$ cat src/rtl/opas_pkg.sv
package opas_pkg;

    // ------------------------------------------------------------
    // Register map (byte addresses of 32-bit words; index * 4)
    // ------------------------------------------------------------
    localparam logic [7:0] REG_CTRL_IDX   = 8'h1B;
    localparam logic [7:0] REG_SRC_IDX    = 8'h1C;
    localparam logic [9:0] ADDR_CTRL      = {REG_CTRL_IDX, 2'b00};
    localparam logic [9:0] ADDR_SRC       = {REG_SRC_IDX, 2'b00};
    localparam logic [9:0] ADDR_STATUS    = 10'h100;
    localparam logic [9:0] ADDR_MASK      = 10'h104;
    localparam logic [9:0] ADDR_PINCFG    = 10'h108;
    localparam logic [9:0] ADDR_PARTIC    = 10'h10C;

    // ------------------------------------------------------------
    // Field positions and reset values
    // ------------------------------------------------------------
    localparam int CTRL_RST_BIT   = 7;
    localparam int CTRL_SOFT_TRIGGER_BIT_BIT  = 6;
    localparam int CTRL_ARM_BIT   = 5;
    localparam int CTRL_TRIGGER_POLARITY_INVERT_BIT  = 1;
    localparam int CTRL_MODE_BIT  = 0;
    localparam int SRC_ARM_LSB    = 4;
    localparam int SRC_TRG_LSB    = 0;
    localparam logic [7:0] CTRL_RESET = 8'h00;
    localparam logic [7:0] SRC_RESET  = 8'h00;

    // Status bits: 0 armed (live), sticky 1 armed event, 2 done, 3 bad code
    localparam int ST_ARMED_BIT = 0;
    localparam int ST_ARMEV_BIT = 1;
    localparam int ST_DONE_BIT  = 2;
    localparam int ST_BAD_BIT   = 3;
    localparam int ST_W         = 4;

    // ------------------------------------------------------------
    // Source codes
    // ------------------------------------------------------------
    localparam logic [3:0] ARM_ALWAYS = 4'h0;
    localparam logic [3:0] ARM_SOFT   = 4'h1;
    localparam logic [3:0] SRC_PLL_A  = 4'h2;
    localparam logic [3:0] TRG_SOFT   = 4'h0;
    localparam logic [3:0] SRC_PLL_T  = 4'h1;
    localparam logic [3:0] SRC_PIN0   = 4'h8;
    localparam logic [3:0] SRC_PIN3   = 4'hB;
    localparam logic [3:0] PIN_RISE   = 4'h0;
    localparam logic [3:0] PIN_FALL   = 4'h1;

    localparam int NUM_PINS  = 4;
    localparam int NUM_OUTS  = 3;
    localparam int APPLY_CYC = 2;

    typedef enum logic [2:0] {
        OPAS_WAIT_ARM = 3'b001,
        OPAS_ARMED    = 3'b010,
        OPAS_APPLY    = 3'b100
    } opas_state_t;

endpackage

$ cat src/rtl/opas_sync_edge.sv
`timescale 1ns/1ps
module opas_sync_edge (
    input  wire logic clk_in,
    input  wire logic rstn_in,
    input  wire logic ce_in,
    input  wire logic async_in,
    output logic      level_out,
    output logic      rise_out,
    output logic      fall_out
);
    logic meta;
    logic sync;
    logic prev;

    // ------------------------------------------------------------
    // Two-flop synchroniser, edge detect on second stage
    // ------------------------------------------------------------
    always_ff @(posedge clk_in or negedge rstn_in) begin
        if (!rstn_in) begin
            meta <= 1'b0;
            sync <= 1'b0;
            prev <= 1'b0;
        end else if (ce_in) begin
            meta <= async_in;
            sync <= meta;
            prev <= sync;
        end
    end

    assign level_out = sync;
    assign rise_out  = sync & ~prev;
    assign fall_out  = ~sync & prev;
endmodule

$ cat src/rtl/opas_event_sel.sv
`timescale 1ns/1ps
module opas_event_sel
(
    input  wire logic [3:0]                    code_in,
    input  wire logic                          soft_in,
    input  wire logic                          pll_rise_in,
    input  wire logic [opas_pkg::NUM_PINS-1:0] pin_rise_in,
    input  wire logic [opas_pkg::NUM_PINS-1:0] pin_fall_in,
    input  wire logic [15:0]                   pin_cfg_in,
    input  wire logic                          pll_code_in,
    output logic                               event_out,
    output logic                               valid_out
);
    import opas_pkg::*;
    // ------------------------------------------------------------
    // Source select; pin edge sense from its function code
    // ------------------------------------------------------------
    logic [1:0] pin_idx;
    logic [3:0] pin_code;
    logic       is_pin;
    logic       pin_ev;

    assign pin_idx  = code_in[1:0];
    assign is_pin   = (code_in >= SRC_PIN0) && (code_in <= SRC_PIN3);
    assign pin_code = pin_cfg_in[{pin_idx, 2'b00} +: 4];
    assign pin_ev   = (pin_code == PIN_RISE) ? pin_rise_in[pin_idx] :   // [RL15]
                      (pin_code == PIN_FALL) ? pin_fall_in[pin_idx] : 1'b0;  // [RL17]
    assign event_out = is_pin ? pin_ev : (pll_code_in ? pll_rise_in : soft_in);
    // A pin programmed as an output never yields an event
    assign valid_out = ~is_pin | (pin_code == PIN_RISE) | (pin_code == PIN_FALL);   // [RL17]
endmodule

$ cat src/rtl/opas_top.sv
// How it works
// [RL1] Writing one to reset bit aborts armed state, returns to wait; bit self-clears.
// [RL2] Software trigger bit starts adjustment when selected and armed; self-clears.
// [RL3] Software sets arm bit before trigger bit, in separate writes.
// [RL4] Software clears a stuck trigger bit in fast-divider corner cases.
// [RL5] Software arm bit arms when armed flag is zero; self-clears.
// [RL6] Writing zero to arm bit, or arming while armed, does nothing.
// [RL7] Polarity bit selects normal or inverted trigger signal.
// [RL8] Mode zero resets participating dividers, then applies phase offsets.
// [RL9] Mode one keeps dividers running, shifts each output by its offset.
// [RL10] Arm source: always, soft bit, PLL lock rise, pin 0..3 transitions.
// [RL11] Unused arm source codes are not programmed; device flags them.
// [RL12] Software resets sequencer after config changes in always-armed mode.
// [RL13] Trigger source: soft bit, PLL lock rise, pin 0..3; others unused.
// [RL14] Triggers ignored while unarmed; armed trigger starts the event.
// [RL15] Pin code 0000 detects rising edge, 0001 detects falling edge.
// [RL16] Interrupt high when any sticky status bit is set and enabled.
// [RL17] Pin code 0000 plain input, 0001 inverted input.
// [RL18] Pin and PLL lock inputs are synchronised and edge detected.
// [RL19] After adjustment, return to wait and clear armed unless always armed.
//
// Our own choice: the Wishbone slave port.
`timescale 1ns/1ps
module opas_top
#(
    parameter int NOUT = opas_pkg::NUM_OUTS
) (
    input  wire logic                          clk_in,
    input  wire logic                          rstn_in,
    input  wire logic                          ce_in,
    input  wire logic                          wb_cyc_in,
    input  wire logic                          wb_stb_in,
    input  wire logic                          wb_we_in,
    input  wire logic [9:0]                    wb_adr_in,
    input  wire logic [3:0]                    wb_sel_in,
    input  wire logic [31:0]                   wb_dat_in,
    output logic      [31:0]                   wb_dat_out,
    output logic                               wb_ack_out,
    input  wire logic                          pll_lock_in,
    input  wire logic [opas_pkg::NUM_PINS-1:0] pin_in,
    output logic      [NOUT-1:0]               div_reset_out,
    output logic      [NOUT-1:0]               phase_apply_out,
    output logic                               adjust_relative_out,
    output logic                               irq_out
);
    import opas_pkg::*;

    // ------------------------------------------------------------
    // Reset release
    // ------------------------------------------------------------
    logic rst_meta;
    logic rstn;

    always_ff @(posedge clk_in or negedge rstn_in) begin
        if (!rstn_in) begin
            rst_meta <= 1'b0;
            rstn     <= 1'b0;
        end else begin
            rst_meta <= 1'b1;
            rstn     <= rst_meta;
        end
    end

    // ------------------------------------------------------------
    // Input synchronisers
    // ------------------------------------------------------------
    logic                pll_rise;
    logic [NUM_PINS-1:0] pin_rise;
    logic [NUM_PINS-1:0] pin_fall;

    opas_sync_edge u_pll_sync (   // [RL18]
        .clk_in    (clk_in),
        .rstn_in   (rstn),
        .ce_in     (ce_in),
        .async_in  (pll_lock_in),
        .level_out (),
        .rise_out  (pll_rise),
        .fall_out  ()
    );

    for (genvar g = 0; g < NUM_PINS; g++) begin : g_pin
        opas_sync_edge u_pin_sync (   // [RL18]
            .clk_in    (clk_in),
            .rstn_in   (rstn),
            .ce_in     (ce_in),
            .async_in  (pin_in[g]),
            .level_out (),
            .rise_out  (pin_rise[g]),
            .fall_out  (pin_fall[g])
        );
    end

    // ------------------------------------------------------------
    // Registers
    // ------------------------------------------------------------
    logic [7:0]      ctrl;
    logic [7:0]      src;
    logic [15:0]     pin_cfg;
    logic [NOUT-1:0] partic;
    logic [ST_W-1:0] status;
    logic [ST_W-1:0] mask;
    opas_state_t     state;
    logic [1:0]      apply_cnt;

    logic [3:0] arm_code;
    logic [3:0] trg_code;
    assign arm_code = src[SRC_ARM_LSB +: 4];
    assign trg_code = src[SRC_TRG_LSB +: 4];

    // ------------------------------------------------------------
    // Bus decode
    // ------------------------------------------------------------
    wire bus_req  = wb_cyc_in & wb_stb_in & ~wb_ack_out;
    wire wr_req   = bus_req & wb_we_in & wb_sel_in[0];
    wire wr_ctrl  = wr_req & (wb_adr_in == ADDR_CTRL);
    wire wr_src   = wr_req & (wb_adr_in == ADDR_SRC);
    wire wr_stat  = wr_req & (wb_adr_in == ADDR_STATUS);
    wire wr_mask  = wr_req & (wb_adr_in == ADDR_MASK);
    wire wr_pcfg  = wr_req & (wb_adr_in == ADDR_PINCFG);
    wire wr_part  = wr_req & (wb_adr_in == ADDR_PARTIC);
    wire wr_pcfg1 = wr_pcfg & wb_sel_in[1];

    wire sw_rst   = wr_ctrl & wb_dat_in[CTRL_RST_BIT];    // [RL1]
    wire sw_soft_trigger_bit  = wr_ctrl & wb_dat_in[CTRL_SOFT_TRIGGER_BIT_BIT];
    wire sw_arm   = wr_ctrl & wb_dat_in[CTRL_ARM_BIT];    // [RL6]

    // ------------------------------------------------------------
    // Arm and trigger selection
    // ------------------------------------------------------------
    logic arm_sel_ev;
    logic trg_sel_ev;
    logic arm_valid;
    logic trg_valid;

    opas_event_sel u_arm_sel (   // [RL10]
        .code_in     (arm_code),
        .soft_in     (sw_arm & (arm_code == ARM_SOFT)),
        .pll_rise_in (pll_rise),
        .pin_rise_in (pin_rise),
        .pin_fall_in (pin_fall),
        .pin_cfg_in  (pin_cfg),
        .pll_code_in (arm_code == SRC_PLL_A),
        .event_out   (arm_sel_ev),
        .valid_out   (arm_valid)
    );

    opas_event_sel u_trg_sel (   // [RL13]
        .code_in     (trg_code),
        .soft_in     (sw_soft_trigger_bit & (trg_code == TRG_SOFT)),
        .pll_rise_in (pll_rise),
        .pin_rise_in (pin_rise),
        .pin_fall_in (pin_fall),
        .pin_cfg_in  (pin_cfg),
        .pll_code_in (trg_code == SRC_PLL_T),
        .event_out   (trg_sel_ev),
        .valid_out   (trg_valid)
    );

    // Unused source codes never fire and raise the bad-code flag
    wire arm_code_ok = (arm_code <= SRC_PLL_A) ||
                       ((arm_code >= SRC_PIN0) && (arm_code <= SRC_PIN3));   // [RL11]
    wire trg_code_ok = (trg_code <= SRC_PLL_T) ||
                       ((trg_code >= SRC_PIN0) && (trg_code <= SRC_PIN3));   // [RL13]
    wire always_arm  = (arm_code == ARM_ALWAYS);
    wire arm_ev      = arm_valid & arm_code_ok & arm_sel_ev;
    // Inverted polarity fires on the trailing edge of the selected event pulse, one cycle after normal polarity
    wire trg_raw     = trg_valid & trg_code_ok & trg_sel_ev;
    logic trg_prev;
    wire trg_ev      = ctrl[CTRL_TRIGGER_POLARITY_INVERT_BIT] ? (~trg_raw & trg_prev) : trg_raw;   // [RL7]

    // ------------------------------------------------------------
    // Sequencer
    // ------------------------------------------------------------
    opas_state_t next_state;
    logic        armed;
    assign armed = (state == OPAS_ARMED);

    always_comb begin
        next_state = state;
        case (state)
            OPAS_WAIT_ARM: begin
                if (always_arm || arm_ev) begin   // [RL5]
                    next_state = OPAS_ARMED;
                end
            end
            OPAS_ARMED: begin
                if (trg_ev) begin   // [RL14]
                    next_state = OPAS_APPLY;
                end
            end
            OPAS_APPLY: begin
                if (apply_cnt == 2'(APPLY_CYC - 1)) begin
                    next_state = always_arm ? OPAS_ARMED : OPAS_WAIT_ARM;   // [RL19]
                end
            end
            default: next_state = OPAS_WAIT_ARM;
        endcase
        if (sw_rst) begin
            next_state = OPAS_WAIT_ARM;   // [RL1]
        end
    end

    always_ff @(posedge clk_in or negedge rstn) begin
        if (!rstn) begin
            state     <= OPAS_WAIT_ARM;
            apply_cnt <= 2'h0;
            trg_prev  <= 1'b0;
        end else if (ce_in) begin
            state     <= next_state;
            trg_prev  <= trg_raw;
            apply_cnt <= (state == OPAS_APPLY) ? apply_cnt + 2'h1 : 2'h0;
        end
    end

    // ------------------------------------------------------------
    // Divider and phase controls
    // ------------------------------------------------------------
    wire apply_first = (state == OPAS_APPLY) && (apply_cnt == 2'h0);
    wire apply_last  = (state == OPAS_APPLY) && (apply_cnt == 2'(APPLY_CYC - 1));
    wire align_mode  = ~ctrl[CTRL_MODE_BIT];

    always_ff @(posedge clk_in or negedge rstn) begin
        if (!rstn) begin
            div_reset_out       <= '0;
            phase_apply_out     <= '0;
            adjust_relative_out <= 1'b0;
        end else if (ce_in) begin
            div_reset_out       <= (apply_first && align_mode) ? partic : '0;   // [RL8]
            phase_apply_out     <= apply_last ? partic : '0;                    // [RL9]
            adjust_relative_out <= ctrl[CTRL_MODE_BIT];                         // [RL9]
        end
    end

    // ------------------------------------------------------------
    // Register writes and status
    // ------------------------------------------------------------
    logic [ST_W-1:0] ev_set;
    assign ev_set = {(~arm_code_ok | ~trg_code_ok),
                     (state == OPAS_APPLY) && (next_state != OPAS_APPLY),
                     (state != OPAS_ARMED) && (next_state == OPAS_ARMED),
                     1'b0};

    // Trigger bit self-clears on the cycle after the write that set it, unless another ctrl write comes first
    wire soft_trigger_bit_done = ctrl[CTRL_SOFT_TRIGGER_BIT_BIT] & ~(wr_ctrl & wb_dat_in[CTRL_SOFT_TRIGGER_BIT_BIT]);

    always_ff @(posedge clk_in or negedge rstn) begin
        if (!rstn) begin
            ctrl    <= CTRL_RESET;
            src     <= SRC_RESET;
            pin_cfg <= 16'h0000;
            partic  <= '0;
            mask    <= '0;
            status  <= '0;
        end else if (ce_in) begin
            if (wr_ctrl) begin
                ctrl <= {1'b0, wb_dat_in[CTRL_SOFT_TRIGGER_BIT_BIT] & armed & (trg_code == TRG_SOFT),
                         1'b0, 3'h0, wb_dat_in[1:0]};   // [RL2]
            end else if (soft_trigger_bit_done) begin
                ctrl[CTRL_SOFT_TRIGGER_BIT_BIT] <= 1'b0;            // [RL2]
            end
            if (wr_src) begin
                src <= wb_dat_in[7:0];
            end
            if (wr_pcfg) begin
                pin_cfg[7:0] <= wb_dat_in[7:0];
            end
            if (wr_pcfg1) begin
                pin_cfg[15:8] <= wb_dat_in[15:8];
            end
            if (wr_part) begin
                partic <= wb_dat_in[NOUT-1:0];
            end
            if (wr_mask) begin
                mask <= wb_dat_in[ST_W-1:0];
            end
            // Set wins over write-one-to-clear
            status <= (status & ~(wr_stat ? wb_dat_in[ST_W-1:0] : '0)) | ev_set;
        end
    end

    // ------------------------------------------------------------
    // Read path and interrupt
    // ------------------------------------------------------------
    logic [ST_W-1:0] status_view;
    assign status_view = {status[ST_W-1:1], armed};

    logic [31:0] rd_mux;
    assign rd_mux = (wb_adr_in == ADDR_CTRL)   ? {24'h0, ctrl}                :
                    (wb_adr_in == ADDR_SRC)    ? {24'h0, src}                 :
                    (wb_adr_in == ADDR_STATUS) ? {28'h0, status_view}         :
                    (wb_adr_in == ADDR_MASK)   ? {28'h0, mask}                :
                    (wb_adr_in == ADDR_PINCFG) ? {16'h0, pin_cfg}             :
                    (wb_adr_in == ADDR_PARTIC) ? {{(32-NOUT){1'b0}}, partic}  : 32'h0;

    always_ff @(posedge clk_in or negedge rstn) begin
        if (!rstn) begin
            wb_ack_out <= 1'b0;
            wb_dat_out <= 32'h0;
            irq_out    <= 1'b0;
        end else if (ce_in) begin
            wb_ack_out <= bus_req;
            wb_dat_out <= bus_req ? rd_mux : 32'h0;
            irq_out    <= |(status[ST_W-1:1] & mask[ST_W-1:1]);   // [RL16]
        end
    end
endmodule

$ cat config.mk
export PLATFORM = sky130hd
export DESIGN_NAME = opas_top
export DESIGN_NICKNAME = d
export VERILOG_FILES = /design/src/rtl/opas_pkg.sv /design/src/rtl/opas_sync_edge.sv /design/src/rtl/opas_event_sel.sv /design/src/rtl/opas_top.sv
export SDC_FILE = /design/constraint.sdc
export NUM_CORES = 1
export LEC_CHECK = 0
export ABC_AREA = 1
export BUFFER_PORTS_ARGS = -buffer_cell sky130_fd_sc_hd__buf_2
export CAP_MARGIN = 20
export CORE_MARGIN = 5
export CORE_UTILIZATION = 45
export DETAILED_ROUTE_END_ITERATION = 8
export MAX_ROUTING_LAYER = met4
export PLACE_DENSITY_LB_ADDON = 0.08
export SYNTH_ARGS = -nofsm -noshare
export SYNTH_HDL_FRONTEND = slang
export SYNTH_SLANG_ARGS = --single-unit
$ cat constraint.sdc
create_clock -name clk_in -period 5.3 [get_ports clk_in]
set_input_delay 0.265 -clock clk_in [delete_from_list [all_inputs] [get_ports clk_in]]
set_output_delay 0.265 -clock clk_in [all_outputs]
set_load 0.01 [all_outputs]
After elaboration in Yosys (flattened, before gate mapping)

Cells that the tools add are included.

Logic and storage cells: 182
Input bits: 57
Register bits: 102

Mux-type cells: 36
Magnitude comparators: 8
Reductions and logical operators: 24
Shift-type cells: 2
Bitwise logic cells: 59
Equal/unequal tests: 18
$add $sub $neg: 1

Operators by type and width:

| cell                  | count |
|---|---|
| $mux W16              | 6 |
| $eq A10 B9 Y1 const B | 4 |
| $and A1 B1 Y1         | 33 |
| $shiftx A16 B5 Y4     | 2 |
| $mux W3               | 7 |
| $eq A10 B7 Y1 const B | 2 |
| $not A1 Y1            | 17 |
| $eq A4 B1 Y1 const B  | 4 |
| $logic_not A4 Y1      | 4 |
| $mux W1               | 15 |
| $reduce_and A2 Y1     | 7 |
| $pmux W3 S3           | 1 |
| $bmux W1 S2           | 4 |
| $ge A4 B4 Y1 const B  | 2 |
| $le A4 B4 Y1 const B  | 2 |
| $logic_and A1 B1 Y1   | 7 |
| $eq A3 B2 Y1 const B  | 2 |
| $lt A2 B3 Y1 const B  | 2 |
| $or A1 B1 Y1          | 5 |
| $and A4 B4 Y4         | 1 |
| $eq A4 B2 Y1 const B  | 1 |
| $le A4 B1 Y1 const B  | 1 |
| $le A4 B2 Y1 const B  | 1 |
| $mux W2               | 2 |
| 14 further kinds      | 16 |

Longest topological paths before layout

Gate-level depths: netlist (run 1).

Depth in word-level cells: 19
Gate-level depth with buffers: 16
Gate-level depth less buffers: 15

By module

Synthesis (run 1) repeated with hierarchy kept, for this count alone.

Cells, all modules: 664
Area total of the unflattened synthesis: 4917.2 um^2

Modules (own cells, without submodules):

| module         | instances | cells an instance | area an instance (um^2) |
|---|---|---|---|
| opas_top       | 1         | 447               | 3686.0 |
| opas_sync_edge | 5         | 17                | 127.6 |
| opas_event_sel | 2         | 66                | 296.5 |

Worst setup path before layout (run 1)

Ideal clock, no wire load.

Kind: register to register
From: reg wb_ack_out
To: reg pin_cfg[13]
Path buffers: 2
Data required time: 5.179 ns
Slack: 3.768 ns
Clock period less this slack: 1.532 ns
Setup time: 0.121 ns
Data arrival time: 1.411 ns
Stages on the path, launching flop included: 11
Cells stage by stage: dfrtp_1 inv_1 nand3_1 nor2_1 inv_1 nor2_1 buf_4 nand3_4 buf_6 nor2_1 a21oi_1

Cells in the longest elaborated chain, start to end: 7

RTL lines:

| what                        | RTL line        | text |
|---|---|---|
| start: declaration          | opas_top.sv:38  | `output logic wb_ack_out,` |
| start signal: assignment    | opas_top.sv:301 | `wb_ack_out <= bus_req;` |
| $not A1 Y1                  | opas_top.sv:113 | `wire bus_req = wb_cyc_in & wb_stb_in & ~wb_ack_out;` |
| $and A1 B1 Y1               | opas_top.sv:113 |  |
| $and A1 B1 Y1 (2 in a row)  | opas_top.sv:114 | `wire wr_req = bus_req & wb_we_in & wb_sel_in[0];` |
| $and A1 B1 Y1               | opas_top.sv:119 | `wire wr_pcfg = wr_req & (wb_adr_in == ADDR_PINCFG);` |
| $and A1 B1 Y1               | opas_top.sv:121 | `wire wr_pcfg1 = wr_pcfg & wb_sel_in[1];` |
| $reduce_and A2 Y1 (no line) | n/a             |  |
| end signal: assignment      | opas_top.sv:268 | `pin_cfg[15:8] <= wb_dat_in[15:8];` |
| end: declaration            | opas_top.sv:98  | `logic [15:0] pin_cfg;` |

Every way passes these cells.
A chain may end at the register's enable or synchronous reset.

==> key figures, run 1 <==
Run status
  – Status: complete, no violations

Pwr
  – Sw Share: 0.261
  – Internal power: 0.957 mW
  – PD cells: 262 nW/um2
  – Seq pwr share: 0.541
  – Gate power share: 0.102
  – VDD IR max: 0.000133 V
  – Switching pwr: 0.338 mW
  – Lkg Pwr: 2.52 nW
  – Clock network power share: 0.356

Place
  – GP Congestion: 0.920
  – Post-DP HPWL: 8220 um
  – Port Buffers: 63

Yosys
  – Synth Instances: 559
  – Synth area leader: dfrtp_1
  – Top cells by area, synth: dfrtp_1 (48%), nand2_1 (13%), o21ai_0 (7.6%), inv_1 (4.6%), nor2_1 (4.2%)
  – Synth top cells by count: nand2_1 (155), dfrtp_1 (84), o21ai_0 (66)
  – Most common cell in the synthesized netlist: nand2_1
  – Synth cell types: 38
  – Register area share after synthesis: 0.487
  – Async SR Flop Fraction: 1.00
  – Main synth FF type: dfrtp_1
  – Avg Inst Size Synth: 7.82 um2
  – Synth top area share: 0.481
  – Post-Syn Area: 4370 um2
  – #FFs+latches synth: 85
  – EDFF count, synth: 0
  – Warnings, synthesis: 0

Global routing
  – GRT Overall Usage: 0.208
  – Vias in the first global route: 3,719
  – Final global-route overflow total: 0
  – First-pass GRT wire length: 18,300 um
  – Largest net degree at the start of global routing: 84
  – Antenna violations before repair: 0

Critical path
  – Launch point of the worst reg-to-reg path: state[1]
  – Worst Path Arrival: 2.46 ns
  – Crit. End Element: flop
  – Reg-to-reg endpoint: status[1]
  – Worst setup SP type: input port
  – Required @ worst endpoint: 5.58 ns
  – Critical path startpoint: ce_in
  – Reg2Reg Depth: 8
  – Worst-path fanout max: 40
  – Crit path capture: wb_dat_out[9]
  – Reg-to-reg slack, setup: 3.37 ns
  – Crit Path Category: in -> reg

Clocking
  – # clock sinks: 85
  – Clk buf depth: 2
  – CTS tree: built
  – Clk pin slew, worst setup/hold paths: 0.08 ns
  – CTS resizes: 0
  – TritonCTS buffer count: 9
  – Htree depth: 3
  – Clk Latency, worst-skew pair: 0.37 ns
  – CTS root buf: clkbuf_8

Timing
  – Max-slew violation count: 0
  – Highest Clock Rate: 460 MHz
  – Setup TNS: 0 ns
  – Skew final: 0.00905 ns
  – Worst-margin pin slew: 0.693 ns
  – Hold Worst Slack: 0.105 ns
  – Fin crit period: 2.18 ns
  – Rel. slew slack: 0.537
  – Crit share post-route: 0.411
  – Final Hold Fails: 0
  – Setup Viol. Count Final: 0
  – RSZ-0062 raised after global routing: no

Drt
  – # DRC: 0
  – Post-DRT Antenna Nets: 0
  – Initial DRC count: 166
  – Vias per cell: 5.03
  – WL/cell: 14.7 um
  – Drt first pass iters: 4
  – Via count: 3,823
  – Final WL: 11,200 um

Final layout
  – Layout cells sized above 1: 0.171
  – P&R area growth vs syn: 13.3%
  – Layout Nets: 681
  – Fill count: 1,004
  – Inserted Diodes: 0

Floorplanning
  – Boundary pin count: 98
  – Num rows: 36
  – Die height: 109 um
  – Core Area: 9640 um2
  – Die area: 11,800 um2
  – Initial Util: 0.453
  – Die Wd: 109 um

Min path
  – Worst hold path class: in -> reg
  – Worst Hold Depth: 3

Flow run
  – Max-Cap Viols: 0
-- worst min path at each step --
stage,to,from
floorplan,rst_meta,rstn_in
global placement,rst_meta,rstn_in
detailed placement,rst_meta,rstn_in
CTS,g_pin[0].u_pin_sync.meta,pin_in[0]
global route,g_pin[1].u_pin_sync.meta,pin_in[1]
finish,g_pin[3].u_pin_sync.meta,pin_in[3]
-- layer usage --
layer  routed length (um)  global-route usage  vias up
li1                     -                   -     1898
met1                 4840               0.263     1810
met2                 5520               0.331       95
met3                  556              0.0328       20
met4                  246              0.0929        0
met5                    0                   -        -
-- cell type report --
cell class,count,area [um2],share of cell area
Multi-Input combinational cell,398,1860,0.376
Clock buffer,16,200,0.0404
Sequential cell,85,2130,0.431
Tap cell,133,166,0.0336
Timing Repair Buffer,66,353,0.0713
Inverter,62,235,0.0475
-- repair_timing --
action / in CTS / in global routing
buffers inserted: 0 / 0
hold buffers: 1 / 0
endpoints found under the hold margin: 2 / 0
-- state kept, by name (all words and copies together), names as in the netlist, 4 cells and up --
| signal | cells |
|---|---|
| g_pin.u_pin_sync.prev | 4 |
| pin_cfg | 16 |
| wb_dat_out | 16 |
| src | 8 |
| g_pin.u_pin_sync.level_out | 4 |
| g_pin.u_pin_sync.meta | 4 |
| mask | 4 |
-- cell usage in the layout (no fill, tap or decap), types with 2 or more instances in the layout --
master and instances:
o21ai_0 66, or2_2 2, ha_1 2, o211ai_1 3
nand3_1 30, nor2_2 6, clkbuf_8 14, clkbuf_1 2
a22o_1 2, inv_1 54, a31oi_1 4, nor3_1 7
nor2_1 49, o31ai_1 2, nand2_2 2, nand2_1 155
o22ai_1 3, buf_2 63, dfrtp_1 83, o21bai_1 3
nor2_4 3, inv_2 7, nand4_1 3, o21ai_1 8
a21oi_1 20, nand2_4 2, conb_1 17
-- worst max-delay path, stage by stage --
cell     delay [ns]
buf_2          0.51
inv_2          0.48
nor2_1         0.26
inv_1          0.11
nor2_2         0.29
nand2_1        0.27
o21ai_0        0.24
-- power by group through the flow --
stage | registers, mW | logic (mW) | clock network [mW]
after global routing | 0.706 | 0.154 | 0.501
after CTS | 0.708 | 0.126 | 0.477
final | 0.701 | 0.133 | 0.461
after floorplan | 0.712 | 0.0947 | 0
after detailed placement | 0.720 | 0.126 | 0
after global placement | 0.720 | 0.124 | 0
-- kinds of logic (layout without fill, tap and decap cells) --
family	Yosys count	after routing	share of synthesized area
simple gates	265	265	0.264
other cells	2	17	0.00172
buf+inv	91	144	0.0994
fa+ha+maj	2	2	0.00573
flops	85	85	0.487
compound gates	114	114	0.142
-- metrics by stage --
| stage | power (mW) | utilization | worst slack, ns | area [um2] | instances |
|---|---|---|---|---|---|
| after floorplan | 0.806 | - | 2.76 | 4430 | 574 |
| after global placement | 0.843 | 0.490 | 2.73 | 4720 | 742 |
| after detailed placement | 0.846 | 0.490 | 2.70 | 4720 | 742 |
| final | 1.30 | 0.513 | 3.12 | 4950 | 760 |
| after CTS | 1.31 | 0.511 | 3.10 | 4930 | 759 |
| after global routing | 1.36 | 0.513 | 2.79 | 4950 | 760 |
No activity file was read; power rests on OpenSTA's default activity.
==> run 2: changes to the inputs <==
Settings changed: ABC_AREA 1 to 0.
Clock period 5.3 ns to 2.3 ns, I/O delays scaled along.
==> run 2 against run 1 <==
Against the previous run:
- first-iteration DRC count decreased by 27%
- die area decreased by 1.8%
- worst hold slack got worse by 0.087 ns
- non-clock buffer count increased by 30
- synthesized cell count decreased by 35%
- combinational power increased to 2.6 times the previous value
- clock skew increased by 0.0082 ns
- wire length decreased by 11%
- via count decreased by 18%
- critical path type is now reg -> reg
==> key figures, run 2 <==
Floorplanning
  – Core Area: 9240 um2 (was 9640 um2)
  – Boundary pin count: 98 (unchanged)
  – Initial Util: 0.463 (was 0.453)
  – Die Wd: 108 um (was 109 um)
  – Num rows: 35 (was 36)
  – Die height: 108 um (was 109 um)
  – Die area: 11,600 um2 (was 11,800 um2)

Place
  – Post-DP HPWL: 7340 um (was 8220 um)
  – GP Congestion: 0.832 (was 0.920)
  – Placed cell count: 558 (was 742)
  – DP Area: 4790 um2 (was 4720 um2)
  – Pre-CTS setup slack: 0.249 ns (was 2.70 ns)
  – Port Buffers: 63 (unchanged)

Yosys
  – Multiplexer area fraction after synthesis: 0.174 (was 0)
  – Synth area leader: dfrtp_1 (unchanged)
  – #FFs+latches synth: 85 (unchanged)
  – Post-synthesis compound-gate area fraction: 0.134 (was 0.142)
  – Largest family of logic cells by synthesized area: multiplexers (was simple AND/OR/NAND/NOR gates)
  – Synth Area in XOR/XNOR: 0.00205 (was 0)
  – Synth Area in Simple Gates: 0.129 (was 0.264)
  – Top cells by area, synth: dfrtp_1 (49%), mux2_2 (8.9%), mux2_4 (3.2%), buf_4 (2.8%), mux4_2 (2.6%) (was dfrtp_1 (48%), nand2_1 (13%), o21ai_0 (7.6%), inv_1 (4.6%), nor2_1 (4.2%))
  – Synth top area share: 0.491 (was 0.481)
  – Synth Instances: 361 (was 559)
  – Main synth FF type: dfrtp_1 (unchanged)
  – EDFF count, synth: 0 (unchanged)
  – Most common cell in the synthesized netlist: dfrtp_1 (was nand2_1)
  – Register area share after synthesis: 0.497 (was 0.487)
  – Async SR Flop Fraction: 1.00 (unchanged)
  – Avg Inst Size Synth: 11.9 um2 (was 7.82 um2)
  – Warnings, synthesis: 0 (unchanged)
  – Post-Syn Area: 4280 um2 (was 4370 um2)
  – Synth top cells by count: dfrtp_1 (84), mux2_2 (34), nand2_1 (22) (was nand2_1 (155), dfrtp_1 (84), o21ai_0 (66))
  – Adder-Cell Fraction of Synth Area: 0.00585 (was 0.00573)
  – Synth cell types: 63 (was 38)

Drt
  – Initial DRC count: 121 (was 166)
  – Final WL: 9900 um (was 11,200 um)
  – WL/cell: 16.8 um (was 14.7 um)
  – Vias per cell: 5.34 (was 5.03)
  – # DRC: 0 (unchanged)
  – Drt first pass iters: 4 (unchanged)
  – Via count: 3,137 (was 3,823)
  – Post-DRT Antenna Nets: 0 (unchanged)

Pwr
  – PD cells: 574 nW/um2 (was 262 nW/um2)
  – VDD IR max: 0.000414 V (was 0.000133 V)
  – Lkg Pwr: 2.48 nW (was 2.52 nW)
  – Power, Total: 2.93 mW (was 1.30 mW)

Final layout
  – Fin cells: 588 (was 760)
  – P&R area growth vs syn: 19.2% (was 13.3%)
  – Layout Nets: 513 (was 681)
  – Final Cell Area: 5100 um2 (was 4950 um2)
  – Layout cells sized above 1: 0.346 (was 0.171)
  – Inserted Diodes: 0 (unchanged)
  – Most frequent cells in the layout: dfrtp_1 (83), buf_2 (63), mux2_2 (34) (was nand2_1 (155), dfrtp_1 (83), o21ai_0 (66))
  – Commonest non-fill, non-tap cell in the layout: dfrtp_1 (was nand2_1)
  – Largest regs: pin_cfg: 16 flops, wb_dat_out: 16 flops, src: 8 flops (unchanged)
  – Final Util: 0.552 (was 0.513)

Critical path
  – Worst Path Arrival: 2.28 ns (was 2.46 ns)
  – Crit Path Category: reg -> reg (was in -> reg)
  – CP bufs+invs: 1 (was 3)
  – Crit. End Element: flop (unchanged)
  – Critical path startpoint: wb_ack_out (was ce_in)
  – Worst setup SP type: flop (was input port)
  – Worst-path fanout max: 7 (was 40)
  – Launch point of the worst reg-to-reg path: wb_ack_out (was state[1])
  – Cells along the critical path: nor2b_2 > and3_1 > nand3_2 > nor3_4 > buf_4 > mux2_2 (was buf_2 > inv_2 > nor2_1 > inv_1 > nor2_2 > nand2_1 > o21ai_0)
  – Max incr delay on CP: 0.48 ns (was 0.51 ns)
  – CP max stage cell: nor3_4 (was buf_2)
  – Required @ worst endpoint: 2.53 ns (was 5.58 ns)
  – CP delay by family, top: simple AND/OR/NAND/NOR gates (was buffers and inverters)

Run status
  – Status: complete, no violations (unchanged)

Clocking
  – TritonCTS buffer count: 9 (unchanged)
  – Clk buf depth: 2 (unchanged)
  – Clk pin slew, worst setup/hold paths: 0.09 ns (was 0.08 ns)
  – CTS root buf: clkbuf_8 (unchanged)
  – CTS tree: built (unchanged)
  – Htree depth: 3 (unchanged)
  – # clock sinks: 85 (unchanged)
  – Post-CTS setup buffers: 0 (unchanged)
  – Clk Latency, worst-skew pair: 0.36 ns (was 0.37 ns)

Timing
  – Highest Clock Rate: 487 MHz
  – Setup ws final: 0.247 ns (was 3.12 ns)
  – Fin crit period: 2.05 ns
  – Max-slew violation count: 0 (unchanged)
  – Final Hold Fails: 0 (unchanged)
  – RSZ-0062 raised after global routing: no (unchanged)
  – Setup TNS: 0 ns (unchanged)
  – Rel. slew slack: 0.621 (was 0.537)
  – Crit share post-route: 0.892
  – Hold Worst Slack: 0.0179 ns (was 0.105 ns)
  – Worst-margin pin slew: 0.563 ns (was 0.693 ns)
  – Setup Viol. Count Final: 0 (unchanged)
  – Skew final: 0.0173 ns (was 0.00905 ns)

Flow run
  – Max-Cap Viols: 0 (unchanged)

Global routing
  – First-pass GRT wire length: 16,800 um (was 18,300 um)
  – GRT Overall Usage: 0.189 (was 0.208)
  – Met2 GRT Util: 0.278 (was 0.331)
  – Grt peak-use layer: met2 (unchanged)
  – Met1 usage: 0.272 (was 0.263)
  – Vias in the first global route: 3,270 (was 3,719)
  – Largest net degree at the start of global routing: 48 (was 84)
  – Final global-route overflow total: 0 (unchanged)
  – Antenna violations before repair: 0 (unchanged)
  – Grt met3 use: 0.0342 (was 0.0328)

Min path
  – Worst hold path class: in -> reg (unchanged)
  – Hold_sp: wb_dat_in[4] (was pin_in[3])
## run 2: worst paths after layout
kind | to | slack [ns] | cells past startpoint
max | pin_cfg[1] | 0.25 | 6
min | pin_cfg[4] | 0.02 | 2
max reg2reg | pin_cfg[1] | 0.25 | 6
min reg2reg | wb_dat_out[2] | 0.30 | 0
max in group asynchronous | pin_cfg[15] | 1.37 | 1
min in group asynchronous | rstn | 0.06 | 2
## run 2: kinds of logic (layout without fill, tap and decap cells)
| kind of cell | count (synthesis) | count (layout) |
|---|---|---|
| xor gates and xnor gates | 1 | 1 |
| AOI/OAI and AO/OA | 76 | 76 |
| other | 2 | 17 |
| and+or+nand+nor | 95 | 95 |
| muxes | 56 | 56 |
| buffers and inverters | 44 | 127 |
| adders and majority gates | 2 | 2 |
| DFF | 85 | 85 |
## run 2: repair_timing
action                     CTS  global route
gates resized for setup      0             1
hold buffers                14             0
hold endpoints to repair    15             0
setup endpoints to repair    0             1
## run 2: layout make-up
type,count,area (um2)
clock buffer,9,124
clock inverter,7,48.8
fill,829,4140
inverter,15,56.3
multi-input combinational,247,1970
sequential,85,2130
tap,129,161
timing repair buffer,96,611
## run 2: power by group
part	switching [mW]	leakage, nW	internal [mW]	total [mW]
sequential	0.0641	1.10	1.56	1.62
clock	0.560	0.0898	0.396	0.957
combinational	0.173	1.29	0.175	0.348
## run 2: metal layers
layer	wire, um	part of all wire
met3	540	0.055
met5	0	0
met2	4540	0.46
met4	95	0.0096
met1	4730	0.48
## run 2: worst reg2reg max path, delay by kind of cell (launching register included)
family	cells	cell delay, ns
AND/OR/NAND/NOR	4	0.97
buffers and inverters	1	0.22
multiplexers	1	0.32
flip-flops	1	0.42
